===== src/arith_pkg.sv =====
// shared constants of the arithmetic engine and its core sequencer
`default_nettype none
package arith_pkg;
	// ************************************************************
	// engine configuration register
	// ************************************************************
	localparam logic [15:0] CORE_ARITH_CONFIG_OFFSET = 16'h0044;
	localparam logic [15:0] CORE_ARITH_CONFIG_RESET = 16'h0020;
	// writable bits; the rest read back as stored reset value
	localparam logic [15:0] CORE_ARITH_CONFIG_WMASK = 16'h10f7;
	localparam int CFG_SIGN_MODE_BIT = 12;
	localparam int CFG_ACC_A_SAT_BIT = 7;
	localparam int CFG_ACC_B_SAT_BIT = 6;
	localparam int CFG_MEM_SAT_BIT = 5;
	localparam int CFG_SAT_MODE_BIT = 4;
	localparam int CFG_ROUND_MODE_BIT = 1;
	localparam int CFG_INT_MODE_BIT = 0;

	// ************************************************************
	// divide loop
	// ************************************************************
	localparam int DIV_ITERATIONS = 18;
	localparam logic [4:0] LOOP_FIRST = 5'(DIV_ITERATIONS - 1);
	localparam logic [4:0] LOOP_LAST = 5'h00;

	// ************************************************************
	// operation codes
	// ************************************************************
	localparam logic [4:0] OP_FRAC_DIV = 5'h01;
	localparam logic [4:0] OP_SLONG_DIV = 5'h02;
	localparam logic [4:0] OP_ULONG_DIV = 5'h03;
	localparam logic [4:0] OP_SWORD_DIV = 5'h04;
	localparam logic [4:0] OP_UWORD_DIV = 5'h05;
	localparam logic [4:0] OP_ACC_CLEAR = 5'h08;
	localparam logic [4:0] OP_MPY = 5'h09;
	localparam logic [4:0] OP_MPY_NEG = 5'h0a;
	localparam logic [4:0] OP_MAC = 5'h0b;
	localparam logic [4:0] OP_MSC = 5'h0c;
	localparam logic [4:0] OP_SQR_ACC = 5'h0d;
	localparam logic [4:0] OP_SQ_DIFF = 5'h0e;
	localparam logic [4:0] OP_SQ_DIFF_ACC = 5'h0f;
	localparam logic [4:0] OP_PREFETCH = 5'h10;
	localparam logic [4:0] OP_ACC_ADD = 5'h11;
	localparam logic [4:0] OP_ACC_SUB = 5'h12;
	localparam logic [4:0] OP_ACC_NEG = 5'h13;
	localparam logic [4:0] OP_ACC_SHIFT = 5'h14;

	// ************************************************************
	// saturation limits
	// ************************************************************
	localparam logic [39:0] SAT_NARROW_MAX = 40'h007fffffff;
	localparam logic [39:0] SAT_NARROW_MIN = 40'hff80000000;
	localparam logic [39:0] SAT_WIDE_MAX = 40'h7fffffffff;
	localparam logic [39:0] SAT_WIDE_MIN = 40'h8000000000;
	localparam logic [15:0] SAT_WORD_MAX = 16'h7fff;
	localparam logic [15:0] SAT_WORD_MIN = 16'h8000;

	// ************************************************************
	// sequencer register map and fields
	// ************************************************************
	localparam logic [7:0] REG_CTRL = 8'h00;
	localparam logic [7:0] REG_OPA = 8'h04;
	localparam logic [7:0] REG_OPB = 8'h08;
	localparam logic [7:0] REG_OPC = 8'h0c;
	localparam logic [7:0] REG_STATUS = 8'h10;
	localparam logic [7:0] REG_RESULT = 8'h14;
	localparam logic [7:0] REG_ACC_LO = 8'h18;
	localparam logic [7:0] REG_ACC_HI = 8'h1c;
	localparam logic [7:0] REG_WB = 8'h20;
	localparam logic [7:0] REG_CONFIG = CORE_ARITH_CONFIG_OFFSET[7:0];
	localparam int CTRL_START_BIT = 0;
	localparam int CTRL_OP_LSB = 1;
	localparam int CTRL_ACC_SEL_BIT = 6;
	localparam int CTRL_WB_BIT = 7;
	localparam int CTRL_HOLD_BIT = 8;

	typedef enum logic [2:0] {
		ST_IDLE = 3'b001,
		ST_SETUP = 3'b010,
		ST_RUN = 3'b100
	} seq_state_e;
endpackage
`default_nettype wire


===== src/arith_link.sv =====
// link between the core sequencer and the arithmetic engine
`default_nettype none
interface arith_link (
	input wire logic pclk,
	input wire logic presetn
);
	logic op_valid;
	logic [4:0] op_code;
	logic [4:0] loop_counter;
	logic [15:0] x;
	logic [15:0] x_hi;
	logic [15:0] y;
	logic acc_sel;
	logic acc_wb;
	logic cfg_we;
	logic [15:0] cfg_wdata;
	logic [15:0] cfg_rdata;
	logic [15:0] quotient;
	logic [15:0] remainder;
	logic div_done;
	logic [39:0] accumulator_a;
	logic [39:0] accumulator_b;
	logic wb_valid;
	logic [15:0] wb_data;

	modport dev (
		input pclk, presetn, op_valid, op_code, loop_counter, x, x_hi, y,
		input acc_sel, acc_wb, cfg_we, cfg_wdata,
		output cfg_rdata, quotient, remainder, div_done,
		output accumulator_a, accumulator_b, wb_valid, wb_data
	);
	modport seq (
		input pclk, presetn,
		output op_valid, op_code, loop_counter, x, x_hi, y,
		output acc_sel, acc_wb, cfg_we, cfg_wdata,
		input cfg_rdata, quotient, remainder, div_done,
		input accumulator_a, accumulator_b, wb_valid, wb_data
	);
endinterface
`default_nettype wire


===== src/arith_engine.sv =====
// device end: iterative divider and multiply-accumulate engine
`default_nettype none
module arith_engine (
	// core link
	arith_link.dev lk,
	// configuration view
	output logic [15:0] config_out
);
	import arith_pkg::*;

	logic [15:0] cfg_r;
	logic [31:0] pair_r;
	logic [15:0] dvsr_r;
	logic qneg_r;
	logic rneg_r;
	logic [15:0] quo_r;
	logic [15:0] rem_r;
	logic done_r;
	logic [39:0] acc_a_r;
	logic [39:0] acc_b_r;
	logic [15:0] wb_r;
	logic wb_valid_r;
	logic is_div;
	logic is_signed;
	logic [31:0] dividend;
	logic dvd_neg;
	logic dvs_neg;
	logic [31:0] dvd_mag;
	logic [15:0] dvs_mag;
	logic [31:0] pair_step;
	logic div_issue;
	logic frac_mode;
	logic sgn_mult;
	logic conv_round;
	logic sat_wide;
	logic sq_op;
	logic wb_op;
	logic acc_wr;
	logic [16:0] diff;
	logic [16:0] xe;
	logic [16:0] ma;
	logic [16:0] mb;
	logic signed [33:0] prod;
	logic [39:0] prod40;
	logic [39:0] acc_cur;
	logic [39:0] acc_oth;
	logic [5:0] neg_amt;
	logic signed [39:0] shr;
	logic [39:0] shifted;
	logic [40:0] sum;
	logic inc;
	logic [23:0] rnd;

	function automatic logic [40:0] ext41(input logic [39:0] v);
		return {v[39], v};
	endfunction

	function automatic logic [39:0] sat40(input logic [40:0] v, input logic en,
			input logic wide);
		logic [39:0] r;
		r = v[39:0];
		if (en && wide && (v[40] != v[39])) begin
			r = v[40] ? SAT_WIDE_MIN : SAT_WIDE_MAX;
		end else if (en && !wide && (v[40:31] != {10{v[40]}})) begin
			r = v[40] ? SAT_NARROW_MIN : SAT_NARROW_MAX;
		end
		return r;
	endfunction

	// ************************************************************
	// configuration register
	// ************************************************************
	always_ff @(posedge lk.pclk or negedge lk.presetn) begin
		if (!lk.presetn) begin
			cfg_r <= CORE_ARITH_CONFIG_RESET;
		end else if (lk.cfg_we) begin
			cfg_r <= (lk.cfg_wdata & CORE_ARITH_CONFIG_WMASK) |
				(cfg_r & ~CORE_ARITH_CONFIG_WMASK);
		end
	end

	assign frac_mode = ~cfg_r[CFG_INT_MODE_BIT];
	assign sgn_mult = ~cfg_r[CFG_SIGN_MODE_BIT];
	assign conv_round = cfg_r[CFG_ROUND_MODE_BIT];
	assign sat_wide = cfg_r[CFG_SAT_MODE_BIT];

	// ************************************************************
	// divider
	// ************************************************************
	always_comb begin
		is_div = 1'b1;
		is_signed = 1'b1;
		dividend = 32'h0;
		case (lk.op_code)
			OP_FRAC_DIV: dividend = {lk.x[15], lk.x, 15'h0};
			OP_SLONG_DIV: dividend = {lk.x_hi, lk.x};
			OP_ULONG_DIV: begin
				dividend = {lk.x_hi, lk.x};
				is_signed = 1'b0;
			end
			OP_SWORD_DIV: dividend = {{16{lk.x[15]}}, lk.x};
			OP_UWORD_DIV: begin
				dividend = {16'h0, lk.x};
				is_signed = 1'b0;
			end
			default: begin
				is_div = 1'b0;
				is_signed = 1'b0;
			end
		endcase
	end

	assign dvd_neg = is_signed & dividend[31];
	assign dvs_neg = is_signed & lk.y[15];
	assign dvd_mag = dvd_neg ? 32'h0 - dividend : dividend;
	assign dvs_mag = dvs_neg ? 16'h0 - lk.y : lk.y;
	assign div_issue = lk.op_valid & is_div;

	div_step u_step (
		.pair(pair_r),
		.divisor(dvsr_r),
		.pair_nxt(pair_step)
	);

	// partial state stays put between issues, so a paused loop resumes
	always_ff @(posedge lk.pclk or negedge lk.presetn) begin
		if (!lk.presetn) begin
			pair_r <= 32'h0;
			dvsr_r <= 16'h0;
			qneg_r <= 1'b0;
			rneg_r <= 1'b0;
		end else if (div_issue) begin
			if (lk.loop_counter == LOOP_FIRST) begin
				pair_r <= dvd_mag;
				dvsr_r <= dvs_mag;
				qneg_r <= dvd_neg ^ dvs_neg;
				rneg_r <= dvd_neg;
			end else if (lk.loop_counter != LOOP_LAST) begin
				pair_r <= pair_step;
			end
		end
	end

	always_ff @(posedge lk.pclk or negedge lk.presetn) begin
		if (!lk.presetn) begin
			quo_r <= 16'h0;
			rem_r <= 16'h0;
			done_r <= 1'b0;
		end else begin
			done_r <= div_issue && (lk.loop_counter == LOOP_LAST);
			if (div_issue && (lk.loop_counter == LOOP_LAST)) begin
				quo_r <= qneg_r ? 16'h0 - pair_r[15:0] : pair_r[15:0];
				rem_r <= rneg_r ? 16'h0 - pair_r[31:16] : pair_r[31:16];
			end
		end
	end

	// ************************************************************
	// multiplier and shifter
	// ************************************************************
	assign acc_cur = lk.acc_sel ? acc_b_r : acc_a_r;
	assign acc_oth = lk.acc_sel ? acc_a_r : acc_b_r;
	assign sq_op = (lk.op_code == OP_SQ_DIFF) || (lk.op_code == OP_SQ_DIFF_ACC);
	// the difference comes from the integer side in the same cycle
	assign diff = {lk.x[15], lk.x} - {lk.y[15], lk.y};
	assign xe = {sgn_mult & lk.x[15], lk.x};
	assign ma = sq_op ? diff : xe;
	assign mb = sq_op ? diff : ((lk.op_code == OP_SQR_ACC) ? xe : {sgn_mult & lk.y[15], lk.y});
	assign prod = $signed(ma) * $signed(mb);
	assign prod40 = frac_mode ? {{5{prod[33]}}, prod, 1'b0} : {{6{prod[33]}}, prod};
	assign neg_amt = 6'h0 - lk.y[5:0];
	assign shr = $signed(acc_cur) >>> lk.y[5:0];
	assign shifted = lk.y[5] ? acc_cur << neg_amt : shr;

	// ************************************************************
	// 41-bit adder and 40-bit accumulators
	// ************************************************************
	always_comb begin
		acc_wr = 1'b1;
		sum = 41'h0;
		case (lk.op_code)
			OP_ACC_CLEAR: sum = 41'h0;
			OP_MPY, OP_SQ_DIFF: sum = ext41(prod40);
			OP_MPY_NEG: sum = 41'h0 - ext41(prod40);
			OP_MAC, OP_SQR_ACC, OP_SQ_DIFF_ACC: sum = ext41(acc_cur) + ext41(prod40);
			OP_MSC: sum = ext41(acc_cur) - ext41(prod40);
			OP_ACC_ADD: sum = ext41(acc_cur) + ext41(acc_oth);
			OP_ACC_SUB: sum = ext41(acc_cur) - ext41(acc_oth);
			OP_ACC_NEG: sum = 41'h0 - ext41(acc_cur);
			OP_ACC_SHIFT: sum = ext41(shifted);
			default: acc_wr = 1'b0;
		endcase
	end

	always_ff @(posedge lk.pclk or negedge lk.presetn) begin
		if (!lk.presetn) begin
			acc_a_r <= 40'h0;
			acc_b_r <= 40'h0;
		end else if (lk.op_valid && acc_wr) begin
			if (lk.acc_sel) begin
				acc_b_r <= sat40(sum, cfg_r[CFG_ACC_B_SAT_BIT], sat_wide);
			end else begin
				acc_a_r <= sat40(sum, cfg_r[CFG_ACC_A_SAT_BIT], sat_wide);
			end
		end
	end

	// ************************************************************
	// write-back of the other accumulator
	// ************************************************************
	assign wb_op = (lk.op_code == OP_ACC_CLEAR) || (lk.op_code == OP_MAC) ||
		(lk.op_code == OP_MSC) || (lk.op_code == OP_PREFETCH);
	// convergent rounding rounds an exact half to even, removing bias
	assign inc = conv_round ? acc_oth[15] :
		(acc_oth[15] & ((acc_oth[14:0] != 15'h0) | acc_oth[16]));
	assign rnd = acc_oth[39:16] + {23'h0, inc};

	always_ff @(posedge lk.pclk or negedge lk.presetn) begin
		if (!lk.presetn) begin
			wb_r <= 16'h0;
			wb_valid_r <= 1'b0;
		end else begin
			wb_valid_r <= lk.op_valid & lk.acc_wb & wb_op;
			if (lk.op_valid && lk.acc_wb && wb_op) begin
				if (cfg_r[CFG_MEM_SAT_BIT] && (rnd[23:15] != {9{rnd[23]}})) begin
					wb_r <= rnd[23] ? SAT_WORD_MIN : SAT_WORD_MAX;
				end else begin
					wb_r <= rnd[15:0];
				end
			end
		end
	end

	assign config_out = cfg_r;
	assign lk.cfg_rdata = cfg_r;
	assign lk.quotient = quo_r;
	assign lk.remainder = rem_r;
	assign lk.div_done = done_r;
	assign lk.accumulator_a = acc_a_r;
	assign lk.accumulator_b = acc_b_r;
	assign lk.wb_valid = wb_valid_r;
	assign lk.wb_data = wb_r;
endmodule
`default_nettype wire


===== src/div_step.sv =====
// one shift and trial-subtract step of the restoring divider
`default_nettype none
module div_step (
	// partial remainder (high) and quotient (low)
	input wire logic [31:0] pair,
	input wire logic [15:0] divisor,
	// after the step
	output logic [31:0] pair_nxt
);
	logic [32:0] sh;
	logic [16:0] diff;

	assign sh = {pair, 1'b0};
	assign diff = sh[32:16] - {1'b0, divisor};

	always_comb begin
		if (sh[32:16] >= {1'b0, divisor}) begin
			pair_nxt = {diff[15:0], sh[15:1], 1'b1};
		end else begin
			pair_nxt = sh[31:0];
		end
	end
endmodule
`default_nettype wire

===== src/flat_wrapper.sv =====
// flat-port wrapper written by rule: the top's interface ports become plain ports
module arith_engine_flat import arith_pkg::*;
  (config_out, pclk, presetn, lk_op_valid, lk_op_code, lk_loop_counter, lk_x, lk_x_hi, lk_y, lk_acc_sel, lk_acc_wb, lk_cfg_we, lk_cfg_wdata, lk_cfg_rdata, lk_quotient, lk_remainder, lk_div_done, lk_accumulator_a, lk_accumulator_b, lk_wb_valid, lk_wb_data);
  arith_link lk_i (.pclk(pclk), .presetn(presetn));
  output logic [15:0] config_out;
  input wire logic pclk;
  input wire logic presetn;
  input wire logic [$bits(lk_i.op_valid)-1:0] lk_op_valid;
  input wire logic [$bits(lk_i.op_code)-1:0] lk_op_code;
  input wire logic [$bits(lk_i.loop_counter)-1:0] lk_loop_counter;
  input wire logic [$bits(lk_i.x)-1:0] lk_x;
  input wire logic [$bits(lk_i.x_hi)-1:0] lk_x_hi;
  input wire logic [$bits(lk_i.y)-1:0] lk_y;
  input wire logic [$bits(lk_i.acc_sel)-1:0] lk_acc_sel;
  input wire logic [$bits(lk_i.acc_wb)-1:0] lk_acc_wb;
  input wire logic [$bits(lk_i.cfg_we)-1:0] lk_cfg_we;
  input wire logic [$bits(lk_i.cfg_wdata)-1:0] lk_cfg_wdata;
  output wire logic [$bits(lk_i.cfg_rdata)-1:0] lk_cfg_rdata;
  output wire logic [$bits(lk_i.quotient)-1:0] lk_quotient;
  output wire logic [$bits(lk_i.remainder)-1:0] lk_remainder;
  output wire logic [$bits(lk_i.div_done)-1:0] lk_div_done;
  output wire logic [$bits(lk_i.accumulator_a)-1:0] lk_accumulator_a;
  output wire logic [$bits(lk_i.accumulator_b)-1:0] lk_accumulator_b;
  output wire logic [$bits(lk_i.wb_valid)-1:0] lk_wb_valid;
  output wire logic [$bits(lk_i.wb_data)-1:0] lk_wb_data;
  assign lk_i.op_valid = lk_op_valid;
  assign lk_i.op_code = lk_op_code;
  assign lk_i.loop_counter = lk_loop_counter;
  assign lk_i.x = lk_x;
  assign lk_i.x_hi = lk_x_hi;
  assign lk_i.y = lk_y;
  assign lk_i.acc_sel = lk_acc_sel;
  assign lk_i.acc_wb = lk_acc_wb;
  assign lk_i.cfg_we = lk_cfg_we;
  assign lk_i.cfg_wdata = lk_cfg_wdata;
  assign lk_cfg_rdata = lk_i.cfg_rdata;
  assign lk_quotient = lk_i.quotient;
  assign lk_remainder = lk_i.remainder;
  assign lk_div_done = lk_i.div_done;
  assign lk_accumulator_a = lk_i.accumulator_a;
  assign lk_accumulator_b = lk_i.accumulator_b;
  assign lk_wb_valid = lk_i.wb_valid;
  assign lk_wb_data = lk_i.wb_data;
  arith_engine u_core (.lk(lk_i), .config_out(config_out));
endmodule

===== config.mk =====
export PLATFORM = sky130hd
export DESIGN_NAME = arith_engine_flat
export DESIGN_NICKNAME = d
export VERILOG_FILES = /design/src/arith_pkg.sv /design/src/arith_link.sv /design/src/arith_engine.sv /design/src/div_step.sv /design/src/flat_wrapper.sv
export SDC_FILE = /design/constraint.sdc
export NUM_CORES = 2
export LEC_CHECK = 0
export BUFFER_PORTS_ARGS = -buffer_cell sky130_fd_sc_hd__buf_2
export CORE_MARGIN = 3
export CORE_UTILIZATION = 40
export DETAILED_ROUTE_END_ITERATION = 8
export PLACE_DENSITY_LB_ADDON = 0.2
export REMOVE_ABC_BUFFERS = 1
export SYNTH_ARGS = -nofsm -noshare
export SYNTH_HDL_FRONTEND = slang
export SYNTH_SLANG_ARGS = --single-unit

===== constraint.sdc =====
create_clock -name pclk -period 15.8 [get_ports pclk]
set_input_delay 3.16 -clock pclk [delete_from_list [all_inputs] [get_ports pclk]]
set_output_delay 3.16 -clock pclk [all_outputs]
set_load 0.01 [all_outputs]

==> metrics.txt <==
Hold Fails Final Rpt=0; max cap viols=0; Syn. warnings=0; first-pass GRT wire length=234000 um; final worst path period need=15.91 ns; total global-route track usage=0.323; unrepaired setup endpoints after global routing=yes; Setup WS pre-CTS=-1.89 ns; CTS Buf Count=17; Avg Cell Area, Syn=7.70 sq um; DRT antenna net count=0; failing checks=negative setup slack; vias in the first global route=37500; Post-DP HPWL=122000 um; Seq/Total Area, Yosys=0.129; die area=0.0949 sq mm; Initial DRC Count=4400; share of layout cells above drive strength 1=0.261; CP max-delay cell=fa_1; Async S/R FF share, synth=1.00; synthesized instance count=4740; Yosys top cell by area=fa_1; Multi-input gate area=0.0306 sq mm; Worst Setup Path Type=input pin to flop; CTS clock-pin slew for the worst setup and hold paths=0.08 ns; R2R cell count=49; largest net degree at the start of global routing=93; Final GP Congestion=0.999; Final Slew Violations=0; Avg WL per Cell=23.5 um; HP Start=u_core.lk.remainder[11]; Post-synth EDFFs=0; Cell Rows=110; Clock Sinks=188; hold_ws=0.474 ns; most frequent cells after synthesis=598 x nand2_1, 545 x nor2_1, 442 x inv_1; Hold Crit Endpoint=u_core.lk.remainder[11]; Synth top area share=0.165; DRC errors left=0; cell mode on critical path=buf_4; Post-Syn Area=0.0365 sq mm; Die W=308 um; Cells after DPL=6470; Area growth, synth to finish=26.9%; Worst path max stage delay=0.55 ns; Rel. slew slack=0.198; post-route cell area=0.0463 sq mm; maximum clock frequency=62.8 MHz; crit path capture type=flop; final wirelength=156000 um; non-filler cells in the finished layout=6620; Worst Tran Pin Value=1.17 ns; Vias/cell=5.96; CTS Root Cell=clkbuf_16; WP buf/inv=26; Yosys reg bits=188; H-tree Lvls=4; Core Region=0.0903 sq mm; io pins=242; Unique masters post-synth=100; FILL cells=8834; post-route setup slack=-0.113 ns; Worst-Skew Late Latency=0.52 ns; iteration count of the initial detailed-routing pass=6; Initial Util=0.404; crit path max fanout=6; fin nets=5976; reg2reg start=u_core.config_out[12]; status=complete, but fails checks; Crit path required time=16.20 ns; height of the die=308 um; final setup violating endpoints=60; skew final=0.0180 ns; family with the most delay on the worst path=adder cells; count leader, synth=nand2_1; FF-to-FF setup slack=4.36 ns; Startpoint Class=input pin; antenna violations before repair=6; CTS tree=built; IO buf count=217; Hold WC Path Type=flop to flop; GRT Residual Overflow=0; Post-synth top flop=dfrtp_1; hold path cells=2; dominant cells by area after synthesis=fa_1 16%, dfrtp_1 13%, nand2_1 6.1%; storage element area=0.00471 sq mm; Vias=39500; Critical Path AT=16.31 ns; Post-DP Area=0.0429 sq mm; worst r2r dst=u_core.lk.accumulator_a[15]; Final Cycle Share=1.01; Max clock buf depth=2
## registers in the layout, summed over array words and instances (netlist names)
| signal | cells |
|---|---|
| u_core.dvsr_r | 16 |
| u_core.lk.accumulator_a | 40 |
| u_core.lk.div_done | 1 |
| u_core.lk.accumulator_b | 40 |
| u_core.lk.remainder | 16 |
| u_core.rneg_r | 1 |
| u_core.lk.quotient | 16 |
| u_core.config_out | 8 |
| u_core.lk.wb_data | 16 |
| u_core.lk.wb_valid | 1 |
| u_core.qneg_r | 1 |
| u_core.pair_r | 32 |
## placed cells by master (no fill, tap or decap), types with 40 or more instances in the layout
cell type,n
mux4_2,65
a21oi_1,255
dfrtp_1,186
nand2b_1,46
ha_1,143
o221a_1,60
xor2_1,81
o22ai_1,68
buf_4,675
buf_2,211
o21ai_0,318
mux2i_1,130
a221o_1,40
inv_1,419
fa_1,283
xnor2_1,158
nand2_1,583
nor2_1,511
nand3_1,75
nor3_1,80
## cells by family (layout without fill, tap and decap cells)
| group | after synthesis | in the layout | share of synthesized area |
|---|---|---|---|
| adder cells (fa/ha/maj) | 466 | 466 | 0.221 |
| flip-flops | 188 | 188 | 0.129 |
| XOR/XNOR | 257 | 257 | 0.0617 |
| buffers and inverters | 748 | 1436 | 0.0818 |
| AO/OA/AOI/OAI | 1244 | 1244 | 0.224 |
| AND/OR/NAND/NOR | 1607 | 1607 | 0.196 |
| multiplexers | 229 | 229 | 0.0865 |
| other | 1 | 17 | 0.000103 |
## tightest hold or removal path, stage by stage, from the launching register on
cell and delay (ns):
dfrtp_1 0.34, nand2_1 0.04, o21ai_0 0.05
## area by class of cell
cell class / instances / area share
Antenna cell: 1 / 0.0000540
Clock buffer: 18 / 0.00927
Clock inverter: 14 / 0.00386
Inverter: 446 / 0.0363
Multi-Input combinational cell: 3819 / 0.660
Sequential cell: 188 / 0.102
Tap cell: 1176 / 0.0318
Timing Repair Buffer: 958 / 0.157
## through the flow
step                setup TNS [ns]  utilization
floorplan                   -93.61            -
global placement           -132.46        0.475
detailed placement         -141.91        0.475
CTS                         -0.157        0.501
global route                -25.88        0.513
finish                       -3.33        0.513
## routing by layer
metal | vias to the layer above | wire (um) | track usage
met5 | - | 62 | 0
met4 | 10 | 4670 | 0.0911
met3 | 253 | 16000 | 0.0665
met2 | 1943 | 68200 | 0.492
met1 | 19400 | 67000 | 0.463
li1 | 17900 | - | -
## how the worst max path moves through the flow
stage                       start                     endpoint  slack (ns)  depth (start not counted)
after floorplan           lk_y[3]   u_core.lk.accumulator_a[0]       -1.31                         52
after global placement    lk_y[2]  u_core.lk.accumulator_a[10]       -1.76                         58
after detailed placement  lk_x[0]  u_core.lk.accumulator_a[10]       -1.89                         60
after CTS                 lk_x[0]  u_core.lk.accumulator_a[16]       -0.02                         62
after global routing      lk_x[0]  u_core.lk.accumulator_a[11]       -0.47                         71
final                     lk_x[0]  u_core.lk.accumulator_a[15]       -0.11                         67
## what timing repair did
item	in CTS	in global routing
buffers inserted	75	39
hold buffers	0	0
cloned	6	2
pin swaps	143	143
gates resized for setup	257	184
endpoints found under the setup margin	80	78
Power is not shown: default switching activity piles up to over one toggle a cycle in this logic, so the estimate is an artifact.
